## config.mk

```make
export PLATFORM = sky130hd
export DESIGN_NAME = atrw_result_word
export DESIGN_NICKNAME = d
export VERILOG_FILES = /design/src/atrw_pkg.sv /design/src/atrw_compare.sv /design/src/atrw_result_word.sv
export SDC_FILE = /design/constraint.sdc
export NUM_CORES = 1
export LEC_CHECK = 0
export BUFFER_PORTS_ARGS = -buffer_cell sky130_fd_sc_hd__buf_4
export CAP_MARGIN = 20
export CORE_ASPECT_RATIO = 1.5
export CORE_MARGIN = 2
export CORE_UTILIZATION = 45
export CTS_BUF_LIST = sky130_fd_sc_hd__clkbuf_4 sky130_fd_sc_hd__clkbuf_8 sky130_fd_sc_hd__clkbuf_16
export DETAILED_ROUTE_END_ITERATION = 16
export HOLD_SLACK_MARGIN = 0.02
export PLACE_DENSITY = 0.72
export SETUP_SLACK_MARGIN = 0.4
export SYNTH_ARGS = -nofsm -noshare
export SYNTH_HDL_FRONTEND = slang
export SYNTH_HIERARCHICAL = 1
export SYNTH_SLANG_ARGS = --single-unit
```

## constraint.sdc

```tcl
create_clock -name REF_CLK -period 4.3 [get_ports REF_CLK]
set_input_delay 0.215 -clock REF_CLK [delete_from_list [all_inputs] [get_ports REF_CLK]]
set_output_delay 0.215 -clock REF_CLK [all_outputs]
set_load 0.02 [all_outputs]
```

## src/atrw_pkg.sv

```systemverilog
// Package with constants and carrier types for the ambient temperature result word block.
package atrw_pkg;

  // Register pointer values.
  localparam logic [7:0]  PTR_AMBIENT      = 8'h05;
  localparam logic [7:0]  PTR_MAKER_ID     = 8'h06;

  // Maker identification value; the value is arbitrary.
  localparam logic [15:0] MAKER_ID_VALUE   = 16'h0A5C;

  // Field positions of the result word.
  localparam int          BIT_CRIT         = 15;
  localparam int          BIT_HIGH         = 14;
  localparam int          BIT_LOW          = 13;
  localparam int          BIT_SIGN         = 12;
  localparam int          TEMP_MSB         = 11;
  localparam int          TEMP_W           = 13;

  // Resolution codes: 0.5, 0.25, 0.125 and 0.0625 degrees per bit.
  localparam logic [1:0]  RES_HALF         = 2'h0;
  localparam logic [1:0]  RES_QUARTER      = 2'h1;
  localparam logic [1:0]  RES_EIGHTH       = 2'h2;
  localparam logic [1:0]  RES_SIXTEENTH    = 2'h3;
  localparam logic [1:0]  RES_RESET        = RES_QUARTER;

  // Low-bit masks that clear unused fraction bits for each resolution.
  localparam logic [15:0] MASK_HALF        = 16'hFFF8;
  localparam logic [15:0] MASK_QUARTER     = 16'hFFFC;
  localparam logic [15:0] MASK_EIGHTH      = 16'hFFFE;
  localparam logic [15:0] MASK_SIXTEENTH   = 16'hFFFF;

  localparam logic [15:0] WORD_RESET       = 16'h0000;
  localparam logic [7:0]  BYTE_ZERO        = 8'h00;

  // Conversion result as it leaves the converter.
  typedef struct packed {
    logic                done;
    logic [TEMP_W-1:0]   temp;
  } atrw_sample_type;

  // Limit values in the same 13-bit two's complement form.
  typedef struct packed {
    logic [TEMP_W-1:0]   critical;
    logic [TEMP_W-1:0]   high;
    logic [TEMP_W-1:0]   low;
  } atrw_limits_type;

  // One byte request from the serial engine.
  typedef struct packed {
    logic                start;
    logic                next;
    logic [7:0]          pointer;
  } atrw_read_type;

endpackage

```

## src/atrw_compare.sv

```systemverilog
// Signed limit comparison that yields the three flag bits.
module atrw_compare
(
  input  wire logic [12:0] temp,
  input  wire logic [12:0] critical_limit,
  input  wire logic [12:0] window_high_limit,
  input  wire logic [12:0] window_low_limit,
  output logic      [2:0]  flags
);

  // Signed compares; alert configuration never enters here.
  always_comb
  begin
    flags[2] = $signed(temp) >= $signed(critical_limit);
    flags[1] = $signed(temp) >  $signed(window_high_limit);
    flags[0] = $signed(temp) <  $signed(window_low_limit);
  end

endmodule // atrw_compare

```

## src/atrw_result_word.sv

```systemverilog
// Ambient temperature result word with double buffering and byte readout.
//
// Contract
// - Bit 15 is 1 when the temperature is at or above the critical limit, else 0.
// - Bit 14 is 1 when the temperature is strictly above the window high limit, else 0.
// - Bit 13 is 1 when the temperature is strictly below the window low limit, else 0.
// - The three flags follow the compares and alert configuration never alters them.
// - Bit 12 is the sign, 1 below zero degrees and 0 otherwise.
// - Bits 11 to 0 hold two's complement temperature with bit 0 worth 1/16 degree.
// - The upper byte holds flags, sign and weights of 16 degrees up; the lower byte the rest.
// - Unused low fraction bits among bits 2 to 0 read zero according to resolution.
// - After reset the resolution is a quarter degree so bits 1 and 0 read zero.
// - The upper byte is returned first, then the lower; the host acks, nacks and stops.
// - A read-only maker identification word is provided.
// - The word is double-buffered and reloaded in parallel at each conversion end.
// - The word is a 16-bit read-only register at pointer 0000 0101 binary.
//
// Conversion ends arrive as one-cycle done pulses from the converter; the limits are levels.
// The serial engine asks for bytes with start and next pulses, answered one cycle later.
// Limitation: a new resolution shapes only the next conversion, never the stored word.
// Trade-off: the limit compares run on the incoming sample, so the flags and the
// temperature they describe are always loaded together at one edge.
module atrw_result_word
(
  input  wire logic                     REF_CLK,
  input  wire logic                     RESET,
  input  wire atrw_pkg::atrw_sample_type SAMPLE,
  input  wire atrw_pkg::atrw_limits_type LIMITS,
  input  wire logic [1:0]               RESOLUTION,
  input  wire logic                     RESOLUTION_WRITE,
  input  wire atrw_pkg::atrw_read_type   READ_REQ,
  output logic      [7:0]               READ_BYTE,
  output logic                          READ_VALID,
  output logic      [15:0]              AMBIENT_TEMP_WORD,
  output logic      [1:0]               RESOLUTION_NOW
);

  // Read sequencer: after a start the lower byte of the snapshot is still owed.
  typedef enum logic {read_idle, read_low_owed} atrw_read_state_type;

  logic [2:0]          flags;
  logic [15:0]         res_mask;
  logic [15:0]         field_word;
  logic [15:0]         loaded_word;
  logic [15:0]         word;
  logic [15:0]         next_word;
  logic [1:0]          resolution;
  logic [1:0]          next_resolution;
  logic [15:0]         pointed_word;
  logic [15:0]         shadow;
  logic [15:0]         next_shadow;
  atrw_read_state_type read_state;
  atrw_read_state_type next_read_state;
  logic [7:0]          read_byte;
  logic [7:0]          next_read_byte;
  logic                read_valid;
  logic                next_read_valid;

  // Flags come from the new sample so they match the temperature they sit beside.
  atrw_compare i_atrw_compare
  (
    .temp              (SAMPLE.temp),
    .critical_limit    (LIMITS.critical),
    .window_high_limit (LIMITS.high),
    .window_low_limit  (LIMITS.low),
    .flags             (flags)
  );

  // Mask of fraction bits kept at the current resolution.
  always_comb
  begin
    case (resolution)
      atrw_pkg::RES_HALF:      res_mask = atrw_pkg::MASK_HALF;
      atrw_pkg::RES_QUARTER:   res_mask = atrw_pkg::MASK_QUARTER;
      atrw_pkg::RES_EIGHTH:    res_mask = atrw_pkg::MASK_EIGHTH;
      atrw_pkg::RES_SIXTEENTH: res_mask = atrw_pkg::MASK_SIXTEENTH;
      default:                 res_mask = atrw_pkg::MASK_QUARTER;
    endcase
  end

  // Field assembly: flags on top, then the sign, then the two's complement temperature.
  // No alert output setting reaches this point, so the flags can never be masked.
  always_comb
  begin
    field_word                       = atrw_pkg::WORD_RESET;
    field_word[atrw_pkg::BIT_CRIT]   = flags[2];
    field_word[atrw_pkg::BIT_HIGH]   = flags[1];
    field_word[atrw_pkg::BIT_LOW]    = flags[0];
    field_word[atrw_pkg::BIT_SIGN]   = SAMPLE.temp[atrw_pkg::BIT_SIGN];
    field_word[atrw_pkg::TEMP_MSB:0] = SAMPLE.temp[atrw_pkg::TEMP_MSB:0];
  end

  // Unused fraction bits are cleared before the word is stored, never on the way out.
  always_comb
  begin
    loaded_word = field_word & res_mask;
  end

  // Result word reloads whole at conversion end only, so reads never see a torn value.
  // Between done pulses the word simply holds, which is the double buffer the host relies on.
  always_comb
  begin
    next_word = word;
    if (SAMPLE.done)
    begin
      next_word = loaded_word;
    end
  end

  // Result word register; it reads zero until the first conversion ends.
  // A reset mid-run drops the last result as well, so stale data never survives it.
  always_ff @(posedge REF_CLK)
  begin
    if (RESET)
    begin
      word <= atrw_pkg::WORD_RESET;
    end
    else
    begin
      word <= next_word;
    end
  end

  // A new resolution only shapes later conversions; the stored word is not re-masked.
  always_comb
  begin
    next_resolution = resolution;
    if (RESOLUTION_WRITE)
    begin
      next_resolution = RESOLUTION;
    end
  end

  // Resolution register, a quarter degree out of reset.
  // The code is held here because both the mask and the status output read it.
  always_ff @(posedge REF_CLK)
  begin
    if (RESET)
    begin
      resolution <= atrw_pkg::RES_RESET;
    end
    else
    begin
      resolution <= next_resolution;
    end
  end

  // Register select by pointer; an unmapped pointer reads as zero rather than stale data.
  // Only the word and the maker code are reachable here; other registers live elsewhere.
  always_comb
  begin
    case (READ_REQ.pointer)
      atrw_pkg::PTR_AMBIENT:  pointed_word = word;
      atrw_pkg::PTR_MAKER_ID: pointed_word = atrw_pkg::MAKER_ID_VALUE;
      default:                pointed_word = atrw_pkg::WORD_RESET;
    endcase
  end

  // Byte readout: a start latches a snapshot and sends the upper byte, next sends the lower.
  // The snapshot keeps both bytes from one conversion even if a reload lands between them.
  // A next with no lower byte owed answers zero rather than repeating an old byte.
  always_comb
  begin
    next_shadow     = shadow;
    next_read_state = read_state;
    next_read_byte  = read_byte;
    next_read_valid = 1'b0;
    if (READ_REQ.start)
    begin
      next_shadow     = pointed_word;
      next_read_state = read_low_owed;
      next_read_valid = 1'b1;
      next_read_byte  = pointed_word[15:8];
    end
    else if (READ_REQ.next)
    begin
      next_read_state = read_idle;
      next_read_valid = 1'b1;
      case (read_state)
        read_low_owed: next_read_byte = shadow[7:0];
        read_idle:     next_read_byte = atrw_pkg::BYTE_ZERO;
        default:       next_read_byte = atrw_pkg::BYTE_ZERO;
      endcase
    end
  end

  // Readout registers; the valid pulse lasts one cycle while the byte stands until the next ask.
  // Reset leaves no lower byte owed, so a stray next after reset answers zero.
  always_ff @(posedge REF_CLK)
  begin
    if (RESET)
    begin
      shadow     <= atrw_pkg::WORD_RESET;
      read_state <= read_idle;
      read_byte  <= atrw_pkg::BYTE_ZERO;
      read_valid <= 1'b0;
    end
    else
    begin
      shadow     <= next_shadow;
      read_state <= next_read_state;
      read_byte  <= next_read_byte;
      read_valid <= next_read_valid;
    end
  end

  // Outputs straight from flip-flops.
  always_comb
  begin
    READ_BYTE         = read_byte;
    READ_VALID        = read_valid;
    AMBIENT_TEMP_WORD = word;
    RESOLUTION_NOW    = resolution;
  end

endmodule // atrw_result_word

```

Word level (Yosys, flattened, before mapping)
Cells that the tools add are included.

word-level totals
  output and inout port bits = 27
  input bits = 68
  bits in registers = 36
  logic and storage cells = 27

cells by class
  $lt $le $gt $ge = 3
  bitwise operators = 2
  reduce and logical (&&, ||, !) cells = 2
  multiplexer cells = 9
  equal/unequal tests = 5

operator list
  cell                                                              number
  16-bit one-hot mux with 4 select lines                            1
  16-bit one-hot mux with 2 select lines                            1
  16-bit AND                                                        1
  8-bit by 3-bit == test with 1-bit output (second input constant)  2
  8-bit two-way mux                                                 2
  8-bit one-hot mux with 2 select lines                             1
  13-bit greater-or-equal comparator                                1
  13-bit greater-than comparator                                    1
  13-bit less-than comparator                                       1
  2-bit == test (second input constant)                             2
  1-bit two-way mux                                                 4
  2-bit by 1-bit == test with 1-bit output (second input constant)  1
  2-bit zero test                                                   1
  2-bit nonzero test                                                1
  1-bit NOT                                                         1

Longest topological paths before layout
Gate-level depths: netlist of the first run.

  depth in word-level cells = 4
  depth in mapped cells = 9
  depth with buffers taken out = 9

By module
Netlist of the first run, hierarchy kept.

modules (own cells, without submodules)
  module            area each (um2)  cells an instance  seq. area each (um2)  times used
  atrw_result_word  1448.9           145                720.7                 1
  atrw_compare      958.4            133                0.0                   1

Least setup slack after synthesis of the first run
No wires, ideal clock.

  kind = input to register
  from = input LIMITS[16] (netlist bit)
  to = register word[14], in the netlist AMBIENT_TEMP_WORD[14]
  buffers on the path = 0
  stages = 9
  data arrival time = 1582 ps
  library setup time = 65 ps
  required time = 4235 ps
  path slack = 2653 ps
  cell sequence = inv_1 > ha_1 > a21oi_2 > nand2_1 > a211o_1 > a211oi_2 > mux2i_1 > mux2i_1 > nor2_1

between the ends
  word-level cells in the longest chain between the ends = 2

ends and longest elaborated chain
  item                            line                     text
  start, declared                 atrw_result_word.sv:28   input wire atrw_pkg::atrw_limits_type LIMITS,
  13-bit greater-than comparator  atrw_compare.sv:15       flags[1] = $signed(temp) > $signed(window_high_limit);
  net flags[1]                    atrw_result_word.sv:41   logic [2:0] flags;
  16-bit AND                      atrw_result_word.sv:96   loaded_word = field_word & res_mask;
  end signal, assigned            atrw_result_word.sv:116  word <= atrw_pkg::WORD_RESET;
  end signal, assigned            atrw_result_word.sv:120  word <= next_word;
  end, declared                   atrw_result_word.sv:45   logic [15:0] word;

The timed path passes the listed nets, and every way through them passes these cells.
A chain may end at the register's enable or synchronous reset.

Final worst setup path of the first run
  from = input SAMPLE[3] (netlist bit)
  to = register word[14], in the netlist AMBIENT_TEMP_WORD[14]

between the ends
  word-level cells in the longest chain between the ends = 2

ends and longest elaborated chain
  item                            line                    text
  start, declared                 atrw_result_word.sv:27  input wire atrw_pkg::atrw_sample_type SAMPLE,
  13-bit greater-than comparator  atrw_compare.sv:15
  net flags[1]                    atrw_result_word.sv:41
  16-bit AND                      atrw_result_word.sv:96

The timed path passes the listed nets, and every way through them passes these cells.

==> results of run 1 <==
## registers in the layout (all words and copies together) (netlist names)
register / count
READ_BYTE: 8
READ_VALID: 1
read_state: 1
AMBIENT_TEMP_WORD: 16
RESOLUTION_NOW: 2
shadow: 8
## stage by stage
step                total power, mW  setup WS, ps  instance area (um2)  utilization [%]  hold WS (ps)
CTS                           0.818          2690                 3220             62.3           122
detailed placement            0.584          2400                 3130             60.6           430
floorplan                     0.483          2650                 2410                -           333
global placement              0.579          2470                 3130             60.6           425
finish                        0.810          2700                 3220             62.3           128
global route                  0.855          2590                 3220             62.3           129
## cells in the mapped netlist (5+ instances only)
cell and number:
a211oi_1 7, a21o_1 6, a21o_2 6, a21oi_1 16
a221o_1 6, clkbuf_1 5, dfxtp_1 36, ha_1 38
inv_1 41, mux2i_1 16, nand2_1 14, nand3_1 5
nand4_1 12, nor2_1 26, nor2b_1 7, o21ai_0 7
## cell families (layout without fill, tap and decap cells)
kind of cell               count (synthesis)  count (layout)
and+or+nand+nor                           74              74
AOI/OAI and AO/OA                         61              61
buffers and inverters                     53             143
adders and majority gates                 38              38
DFF                                       36              36
muxes                                     16              16
## final cells by class
class	count	area [um2]
fill	473	1950
multi-input combinational	189	1460
sequential	36	721
timing repair buffer	94	706
inverter	41	154
tap	68	85.1
clock buffer	5	68.8
clock inverter	3	18.8
## layer usage
metal  routed length [um]  GRT usage [%]
met4                  137           9.42
met5                    0              0
met3                  208           2.89
met2                 3450           40.7
met1                 2290           22.0
## power by group through the flow
stage               Sequential (mW)  Clock [mW]  Combinational [mW]
detailed placement            0.369           0               0.215
global placement              0.369           0               0.210
CTS                           0.361       0.241               0.216
global route                  0.363       0.253               0.238
finish                        0.362       0.235               0.213
floorplan                     0.379           0               0.104
## worst max path at each step
stage | end | slack, ps | cells past startpoint
after detailed placement | AMBIENT_TEMP_WORD[14]$_SDFFE_PP0P_ | 2400 | 9
after CTS | AMBIENT_TEMP_WORD[14]$_SDFFE_PP0P_ | 2690 | 9
after global routing | AMBIENT_TEMP_WORD[14]$_SDFFE_PP0P_ | 2590 | 9
after floorplan | AMBIENT_TEMP_WORD[14]$_SDFFE_PP0P_ | 2650 | 9
final | AMBIENT_TEMP_WORD[14]$_SDFFE_PP0P_ | 2700 | 9
after global placement | AMBIENT_TEMP_WORD[14]$_SDFFE_PP0P_ | 2470 | 9
==> flow_summary.json, run 1 <==
{
  "gp_congestion": 0.835,
  "dieArea_um2": 5960,
  "p_leak_nw": 1.70,
  "fp-row-count": 32,
  "syn_inst": 278,
  "cts_resized": 0,
  "synth-simple-area-share_pct": 16.2,
  "hold_class": "in -> reg",
  "switching_power_uw": 241,
  "r2r_start": "read_state$_SDFFE_PP0P_",
  "boundaryPins": 95,
  "drive_above_1_share_pct": 30.4,
  "cp_common_cell": "mux2i_1",
  "critPathKind": "in -> reg",
  "clock_latency_ps": 290,
  "p_int_uw": 569,
  "synth_top_cell_by_area": "dfxtp_1",
  "p_comb_share_pct": 26.3,
  "ant_nets": 0,
  "yosys.area_share.xor_xnor_pct": 0,
  "yosys-mux-area-fraction_pct": 6.65,
  "antenna_cells": 0,
  "ys_types": 34,
  "htreeDepth": 2,
  "cap_violations": 0,
  "peakVddDrop_v": 0.000124,
  "r2r-end": "READ_BYTE[2]$_SDFFE_PP0P_",
  "antenna_found_initial": 0,
  "fin_worst_skew_ps": 12.2,
  "hold_end": "RESOLUTION_NOW[0]$_SDFFE_PP1P_",
  "finalNonFillerCells": 436,
  "final_common_cell": "buf_4",
  "grt_start_max_net_pins": 30,
  "syn-mean-instance-area_um2": 8.66,
  "worst_slew_pin_slew_ps": 675,
  "cp_num_buf_inv": 1,
  "p_seq_share_pct": 44.7,
  "cp_top_family": "compound AO/OA/AOI/OAI gates",
  "ys.flop_type": "dfxtp_1",
  "critPathLaunch": "SAMPLE[3]",
  "clock-sinks": 36,
  "clock.fmax_ghz": 0.626,
  "io_buffer_count": 94,
  "mostFrequentLayoutCells": "buf_4 (94), inv_1 (41), ha_1 (38), dfxtp_1 (36), nor2_1 (26)",
  "cts-root-buf": "clkbuf_8",
  "worstPathArrival_ps": 1830,
  "swShare_pct": 29.7,
  "startpoint_type": "primary input",
  "status": "complete, no violations",
  "ys_seq_elements": 36,
  "cts-hold-fix-buffers": 0,
  "cp_max_fo": 4,
  "cts_made_buffers": 5,
  "hp-start": "RESOLUTION[0]",
  "synthAdderAreaFrac_pct": 19.8,
  "drt_iter0_markers": 107,
  "p_per_area_nw_per_um2": 252,
  "worstSetupEndpointType": "register",
  "rrSetupSlack_ps": 3210,
  "synth_fp_nets": 384,
  "start_util_pct": 46.6,
  "clk_path_buf_depth": 2,
  "critPathMaxStageDelay_ps": 330,
  "fin_nets": 473,
  "finalSetupViolations": 0,
  "die_height_um": 93.6,
  "critPathSlowestCell": "ha_1",
  "path_cells": "buf_4 > ha_1 > a21oi_2 > nand2_1 > a211o_1 > a211oi_2 > mux2i_1 > mux2i_1 > nor2_1",
  "synthArstFlopShare_pct": 0,
  "synth_top_family_by_area": "adder cells",
  "wirelength_mm": 6.09,
  "ys_warn_count": 6,
  "dpl.hpwl_mm": 5.13,
  "avgViaCountPerCell": 5.21,
  "slew_headroom_pct": 54.9,
  "period_needed_ps": 1600,
  "synth_compound_area_share_pct": 18.1,
  "syn_area_um2": 2410,
  "tritoncts": "built",
  "period_share_pct": 37.2,
  "vias": 2272,
  "required_ps": 4530,
  "grt_pass1_vias": 2277,
  "die_w_um": 63.7,
  "first_pass_iters": 5,
  "p_clk_share_pct": 29.0,
  "yosys.area.top_type_share_pct": 29.9,
  "rsz0062_at_grt": "no",
  "hold_violations": 0,
  "grt_overflow": 0,
  "rr_worst_depth": 3,
  "seq_area_frac_synth_pct": 29.9,
  "dp.cells": 428,
  "grtUsageTotal_pct": 21.0,
  "post_drt_wl_per_cell_um": 14.0,
  "drv_slew": 0,
  "grt_pass1_wl_mm": 9.84,
  "synthTopCellsByArea": "dfxtp_1 (30%), ha_1 (20%), mux2i_1 (6.7%), inv_1 (6.4%), nor2_1 (4.1%)",
  "clkTransAtPathRegs_ps": 80,
  "area_growth_pct": 33.6,
  "drc_errors": 0,
  "cts_setup_buffers": 0,
  "holdPathStages": 2,
  "synth-edff-count": 0,
  "core_um2": 5160,
  "tns_ps": 0
}
No activity file was read; power rests on OpenSTA's default activity.
==> run 2: changes to the inputs <==
- clock period: 4.3 -> 1.52 ns (I/O delays scaled with it)
==> flow_summary.json, run 2 (synthesis gave the netlist of run 1 again) <==
{
  "p_total_mw": 2.44,
  "cts_made_buffers": 5,
  "place_area_um2": 3450,
  "top_layer": "met4",
  "grt_start_max_net_pins": 23,
  "fin_nets": 489,
  "hold_violations": 0,
  "antenna_cells": 0,
  "die_height_um": 93.6,
  "wl_met1_mm": 2.49,
  "clkTransAtPathRegs_ps": 60,
  "largest_reg_flops": 16,
  "fp-row-count": 32,
  "drc_errors": 0,
  "p_leak_nw": 1.79,
  "io_buffer_count": 94,
  "gp_congestion": 0.826,
  "grt_pass1_wl_mm": 9.99,
  "p_int_mw": 1.74,
  "post_drt_wl_per_cell_um": 13.7,
  "htreeDepth": 2,
  "r2r-end": "READ_BYTE[4]$_SDFFE_PP0P_",
  "fin_area_um2": 3640,
  "drt_iter0_markers": 90,
  "peakVddDrop_v": 0.000391,
  "rrSetupSlack_ps": 520,
  "met3_length_um": 196,
  "fin_worst_skew_ps": 6.89,
  "r2r_start": "read_state$_SDFFE_PP0P_",
  "worst_slew_pin_slew_ps": 395,
  "fill_cells": 419,
  "holdWs_ps": 35.8,
  "status": "complete, no violations",
  "drv_slew": 0,
  "worstSetupEndpointType": "register",
  "vias": 2331,
  "tns_ps": 0,
  "p_seq_share_pct": 41.8,
  "p_clk_share_pct": 27.9,
  "required_ps": 1730,
  "grtUsageTotal_pct": 21.0,
  "hold_class": "in -> reg",
  "core_um2": 5160,
  "p_per_area_nw_per_um2": 671,
  "antenna_found_initial": 0,
  "holdPathStages": 2,
  "hold_end": "RESOLUTION_NOW[0]$_SDFFE_PP1P_",
  "cap_violations": 0,
  "final_common_cell": "buf_4",
  "switching_power_uw": 703,
  "tritoncts": "built",
  "cts-root-buf": "clkbuf_8",
  "slew_headroom_pct": 73.7,
  "clock_latency_ps": 280,
  "clk_path_buf_depth": 2,
  "ant_nets": 0,
  "avgViaCountPerCell": 5.16,
  "clock-sinks": 36,
  "period_share_pct": 83.7,
  "critPathKind": "in -> reg",
  "rr_worst_depth": 3,
  "clock.fmax_ghz": 0.786,
  "rsz0062_at_grt": "yes",
  "p_comb_share_pct": 30.3,
  "dp.cells": 441,
  "boundaryPins": 95,
  "drive_above_1_share_pct": 43.0,
  "start_util_pct": 46.6,
  "area_growth_pct": 51.0,
  "first_pass_iters": 4,
  "die_w_um": 63.7,
  "hp-start": "RESOLUTION_WRITE",
  "wl_met2_mm": 3.47,
  "finalSetupViolations": 0,
  "swShare_pct": 28.8,
  "grt_pass1_vias": 2234,
  "startpoint_type": "primary input",
  "wirelength_mm": 6.21,
  "worstPathArrival_ps": 1490,
  "finalNonFillerCells": 452,
  "period_needed_ps": 1270,
  "grt_overflow": 0,
  "dieArea_um2": 5960,
  "cp_max_fo": 3,
  "dpl.hpwl_mm": 5.20,
  "mostFrequentLayoutCells": "buf_4 (102), dfxtp_1 (35), nor2_1 (26), inv_1 (26), ha_1 (22)"
}
run 2: critical path, stage by stage:
cell,delay (ps)
buf_8,110
ha_4,240
a21oi_2,100
nand2_1,60
a211o_1,270
a211oi_2,210
mux2i_1,230
mux2i_1,100
nor2_1,90
run 2: worst max path at each step:
stage	start	endpoint	slack (ps)	cells after the start
floorplan	LIMITS[16]	AMBIENT_TEMP_WORD[14]$_SDFFE_PP0P_	190	9
global placement	SAMPLE[2]	AMBIENT_TEMP_WORD[13]$_SDFFE_PP0P_	-90	10
detailed placement	SAMPLE[2]	AMBIENT_TEMP_WORD[13]$_SDFFE_PP0P_	-100	10
CTS	SAMPLE[3]	AMBIENT_TEMP_WORD[14]$_SDFFE_PP0P_	250	9
global route	LIMITS[16]	AMBIENT_TEMP_WORD[14]$_SDFFE_PP0P_	170	10
finish	SAMPLE[3]	AMBIENT_TEMP_WORD[14]$_SDFFE_PP0P_	250	9
run 2: per-layer routing:
metal / vias up / global-route usage, %
met5: - / 0
met4: 0 / 5.43
met3: 4 / 2.17
met2: 61 / 41.7
met1: 1080 / 23.0
li1: 1186 / -
run 2: power by group through the flow:
stage          Sequential, mW  Combinational (mW)  Clock [mW]
6_report                 1.02               0.738       0.682
5_1_grt                  1.02               0.812       0.736
4_1_cts                  1.02               0.732       0.695
3_5_place_dp             1.04               0.708           0
3_3_place_gp             1.04               0.690           0
2_1_floorplan            1.07               0.335           0
run 2: layout make-up:
class                           count  area (um2)  area share [%]
Sequential cell                    36         722            19.9
Multi-Input combinational cell    189        1690            46.4
Inverter                           41         181            4.99
Clock inverter                      2        10.0           0.275
Timing Repair Buffer              110         867            23.8
Tap cell                           68        85.1            2.34
Clock buffer                        6        82.6            2.27
run 2: repair_timing:
action / CTS / global route
resized for setup: 12 / 5
hold buffers: 1 / 0
buffers inserted: 2 / 0
pin swaps: 9 / 1
setup endpoints to repair: 3 / 8
hold endpoints to repair: 1 / 0
run 2: per-stage QoR:
| step | utilization, % | worst slack [ps] |
|---|---|---|
| 2_1_floorplan | - | 191 |
| 3_3_place_gp | 66.9 | -94.5 |
| 3_5_place_dp | 66.9 | -97.2 |
| 4_1_cts | 70.1 | 255 |
| 5_1_grt | 70.4 | 166 |
| 6_report | 70.4 | 248 |
==> run 3: changes to the inputs <==
- ABC_AREA: not set -> 1
- PLACE_DENSITY: 0.72 -> 0.71
- clock period: 1.52 -> 1.25 ns (I/O delays scaled with it)
==> flow_summary.json, run 3 <==
{
  "syn-mean-instance-area_um2": 6.56,
  "synth_fp_nets": 489,
  "clk_path_buf_depth": 2,
  "wirelength_mm": 7.35,
  "post-place-ws_ps": -161,
  "worst_slew_pin_slew_ps": 353,
  "antenna_cells": 0,
  "syn_area_um2": 2510,
  "synth.most_common_cell": "inv_1",
  "rsz0062_at_grt": "yes",
  "finalSetupViolations": 0,
  "fin_worst_skew_ps": 7.94,
  "dieArea_um2": 6210,
  "worst_slack_ps": 209,
  "drive_above_1_share_pct": 47.5,
  "gp_congestion": 0.812,
  "ys_seq_elements": 36,
  "die_w_um": 65.0,
  "cp_common_cell": "nand2_1",
  "rrSetupSlack_ps": 430,
  "ant_nets": 0,
  "syn_inst": 383,
  "clock_latency_ps": 280,
  "cts_made_buffers": 5,
  "required_ps": 1430,
  "area_growth_pct": 67.3,
  "p_leak_nw": 2.04,
  "holdWs_ps": 57.8,
  "tns_ps": 0,
  "grt_pass1_wl_mm": 11.4,
  "ys_types": 17,
  "drv_slew": 0,
  "path_cells": "buf_4 > ha_4 > nand2_2 > nor2_4 > inv_2 > nor2_4 > nand2_1 > nand2_1 > nand2_1 > nand2_1 > nor2_1 > nor2_1 > nor2_1",
  "boundaryPins": 95,
  "critPathMaxStageDelay_ps": 260,
  "yosys.area.top_type_share_pct": 28.7,
  "startpoint_type": "primary input",
  "synth_top_cell_by_area": "dfxtp_1",
  "vias": 2788,
  "synthTopCellsByArea": "dfxtp_1 (29%), ha_1 (19%), inv_1 (12%), nand2_1 (12%), nor2_1 (7.3%)",
  "clkTransAtPathRegs_ps": 70,
  "synthArstFlopShare_pct": 0,
  "p_per_area_nw_per_um2": 751,
  "critPathSlowestCell": "ha_4",
  "final_common_cell": "buf_4",
  "largest_reg_flops": 16,
  "grtUsageTotal_pct": 23.3,
  "seq_area_frac_synth_pct": 28.7,
  "clock.fmax_ghz": 0.961,
  "ys.flop_type": "dfxtp_1",
  "hold_violations": 0,
  "worstPathArrival_ps": 1220,
  "antenna_found_initial": 0,
  "avgViaCountPerCell": 4.90,
  "clock-sinks": 36,
  "hold_class": "in -> reg",
  "first_pass_iters": 5,
  "critPathKind": "in -> reg",
  "period_needed_ps": 1040,
  "start_util_pct": 46.4,
  "cts-root-buf": "clkbuf_8",
  "slew_headroom_pct": 76.2,
  "fp-row-count": 33,
  "mostFrequentLayoutCells": "buf_4 (97), nand2_1 (64), inv_1 (53), nor2_1 (46), ha_4 (28)",
  "worstSetupEndpointType": "register",
  "drt_iter0_markers": 102,
  "synth_common_cells": "inv_1 (78), nand2_1 (77), nor2_1 (49)",
  "grt_pass1_vias": 2656,
  "fin_nets": 605,
  "post_drt_wl_per_cell_um": 12.9,
  "peakVddDrop_v": 0.000398,
  "ys_warn_count": 6,
  "cp_max_fo": 4,
  "core_um2": 5410,
  "tritoncts": "built",
  "die_height_um": 95.5,
  "synth-edff-count": 0,
  "period_share_pct": 83.3,
  "grt_start_max_net_pins": 18,
  "cap_violations": 0,
  "grt_overflow": 0,
  "htreeDepth": 2,
  "status": "complete, no violations",
  "io_buffer_count": 94,
  "dpl.hpwl_mm": 5.78,
  "drc_errors": 0
}
run 3: changes by cell type after synthesis, moves of 9 or more:
cell,change
nand2_1,+63
inv_1,+37
nor2_1,+23
a21oi_1,+20
o21ai_0,+18
mux2i_1,-16
nand4_1,-9
run 3: logic make-up after synthesis:
group	Yosys count	share of synthesized area (%)
AOI/OAI and AO/OA	66	13.5
buffers and inverters	86	12.8
DFF	36	28.7
adders and majority gates	38	18.9
and+or+nand+nor	157	26.0
run 3: metal layers:
metal	share of wire (%)	global-route usage (%)
met1	35	22.5
met2	58	49.2
met3	3.6	1.65
met4	3.2	9.20
met5	0	0
run 3: what timing repair did:
| action | 4_1_cts | 5_1_grt |
|---|---|---|
| endpoints found under the hold margin | 2 | 0 |
| resized for setup | 46 | 60 |
| hold buffers | 3 | 0 |
| buffers inserted | 3 | 1 |
| pin swaps | 14 | 25 |
| setup endpoints to repair | 18 | 24 |
run 3: worst max-delay path: cells and delay by family:
family / cells / cell delay (ps)
and+or+nand+nor: 10 / 700
adders and majority gates: 1 / 260
buffers and inverters: 2 / 200
run 3: path summary, 6_finish.rpt:
check,start,cells after the start,to
worst max-delay path,SAMPLE[9],13,AMBIENT_TEMP_WORD[14]$_SDFFE_PP0P_
worst min-delay path,SAMPLE[13],2,AMBIENT_TEMP_WORD[2]$_SDFFE_PP0P_
worst max register to register,read_state$_SDFFE_PP0P_,3,READ_BYTE[5]$_SDFFE_PP0P_
worst min register to register,AMBIENT_TEMP_WORD[0]$_SDFFE_PP0P_,2,shadow[0]$_SDFFE_PP0P_
run 3: per-stage QoR:
stage	instances	cell area [um2]	util, %	power, mW
floorplan	383	2760	-	1.74
global placement	555	3640	67.2	2.16
detailed placement	555	3640	67.2	2.19
CTS	568	3950	73.0	3.04
global route	569	4200	77.7	3.34
finish	569	4200	77.7	3.16
run 3: power breakdown:
group | switching [mW] | leakage [nW] | total (mW) | internal [mW]
Sequential | 0.0418 | 0.302 | 1.25 | 1.21
Combinational | 0.566 | 1.70 | 1.13 | 0.564
Clock | 0.379 | 0.0445 | 0.779 | 0.400
Total | 0.986 | 2.04 | 3.16 | 2.17
run 3: cell type report:
type	count	area (um2)
clock buffer	6	76.3
clock inverter	1	5.00
fill	418	1210
inverter	79	337
multi-input combinational	261	1990
sequential	36	747
tap	70	87.6
timing repair buffer	116	963
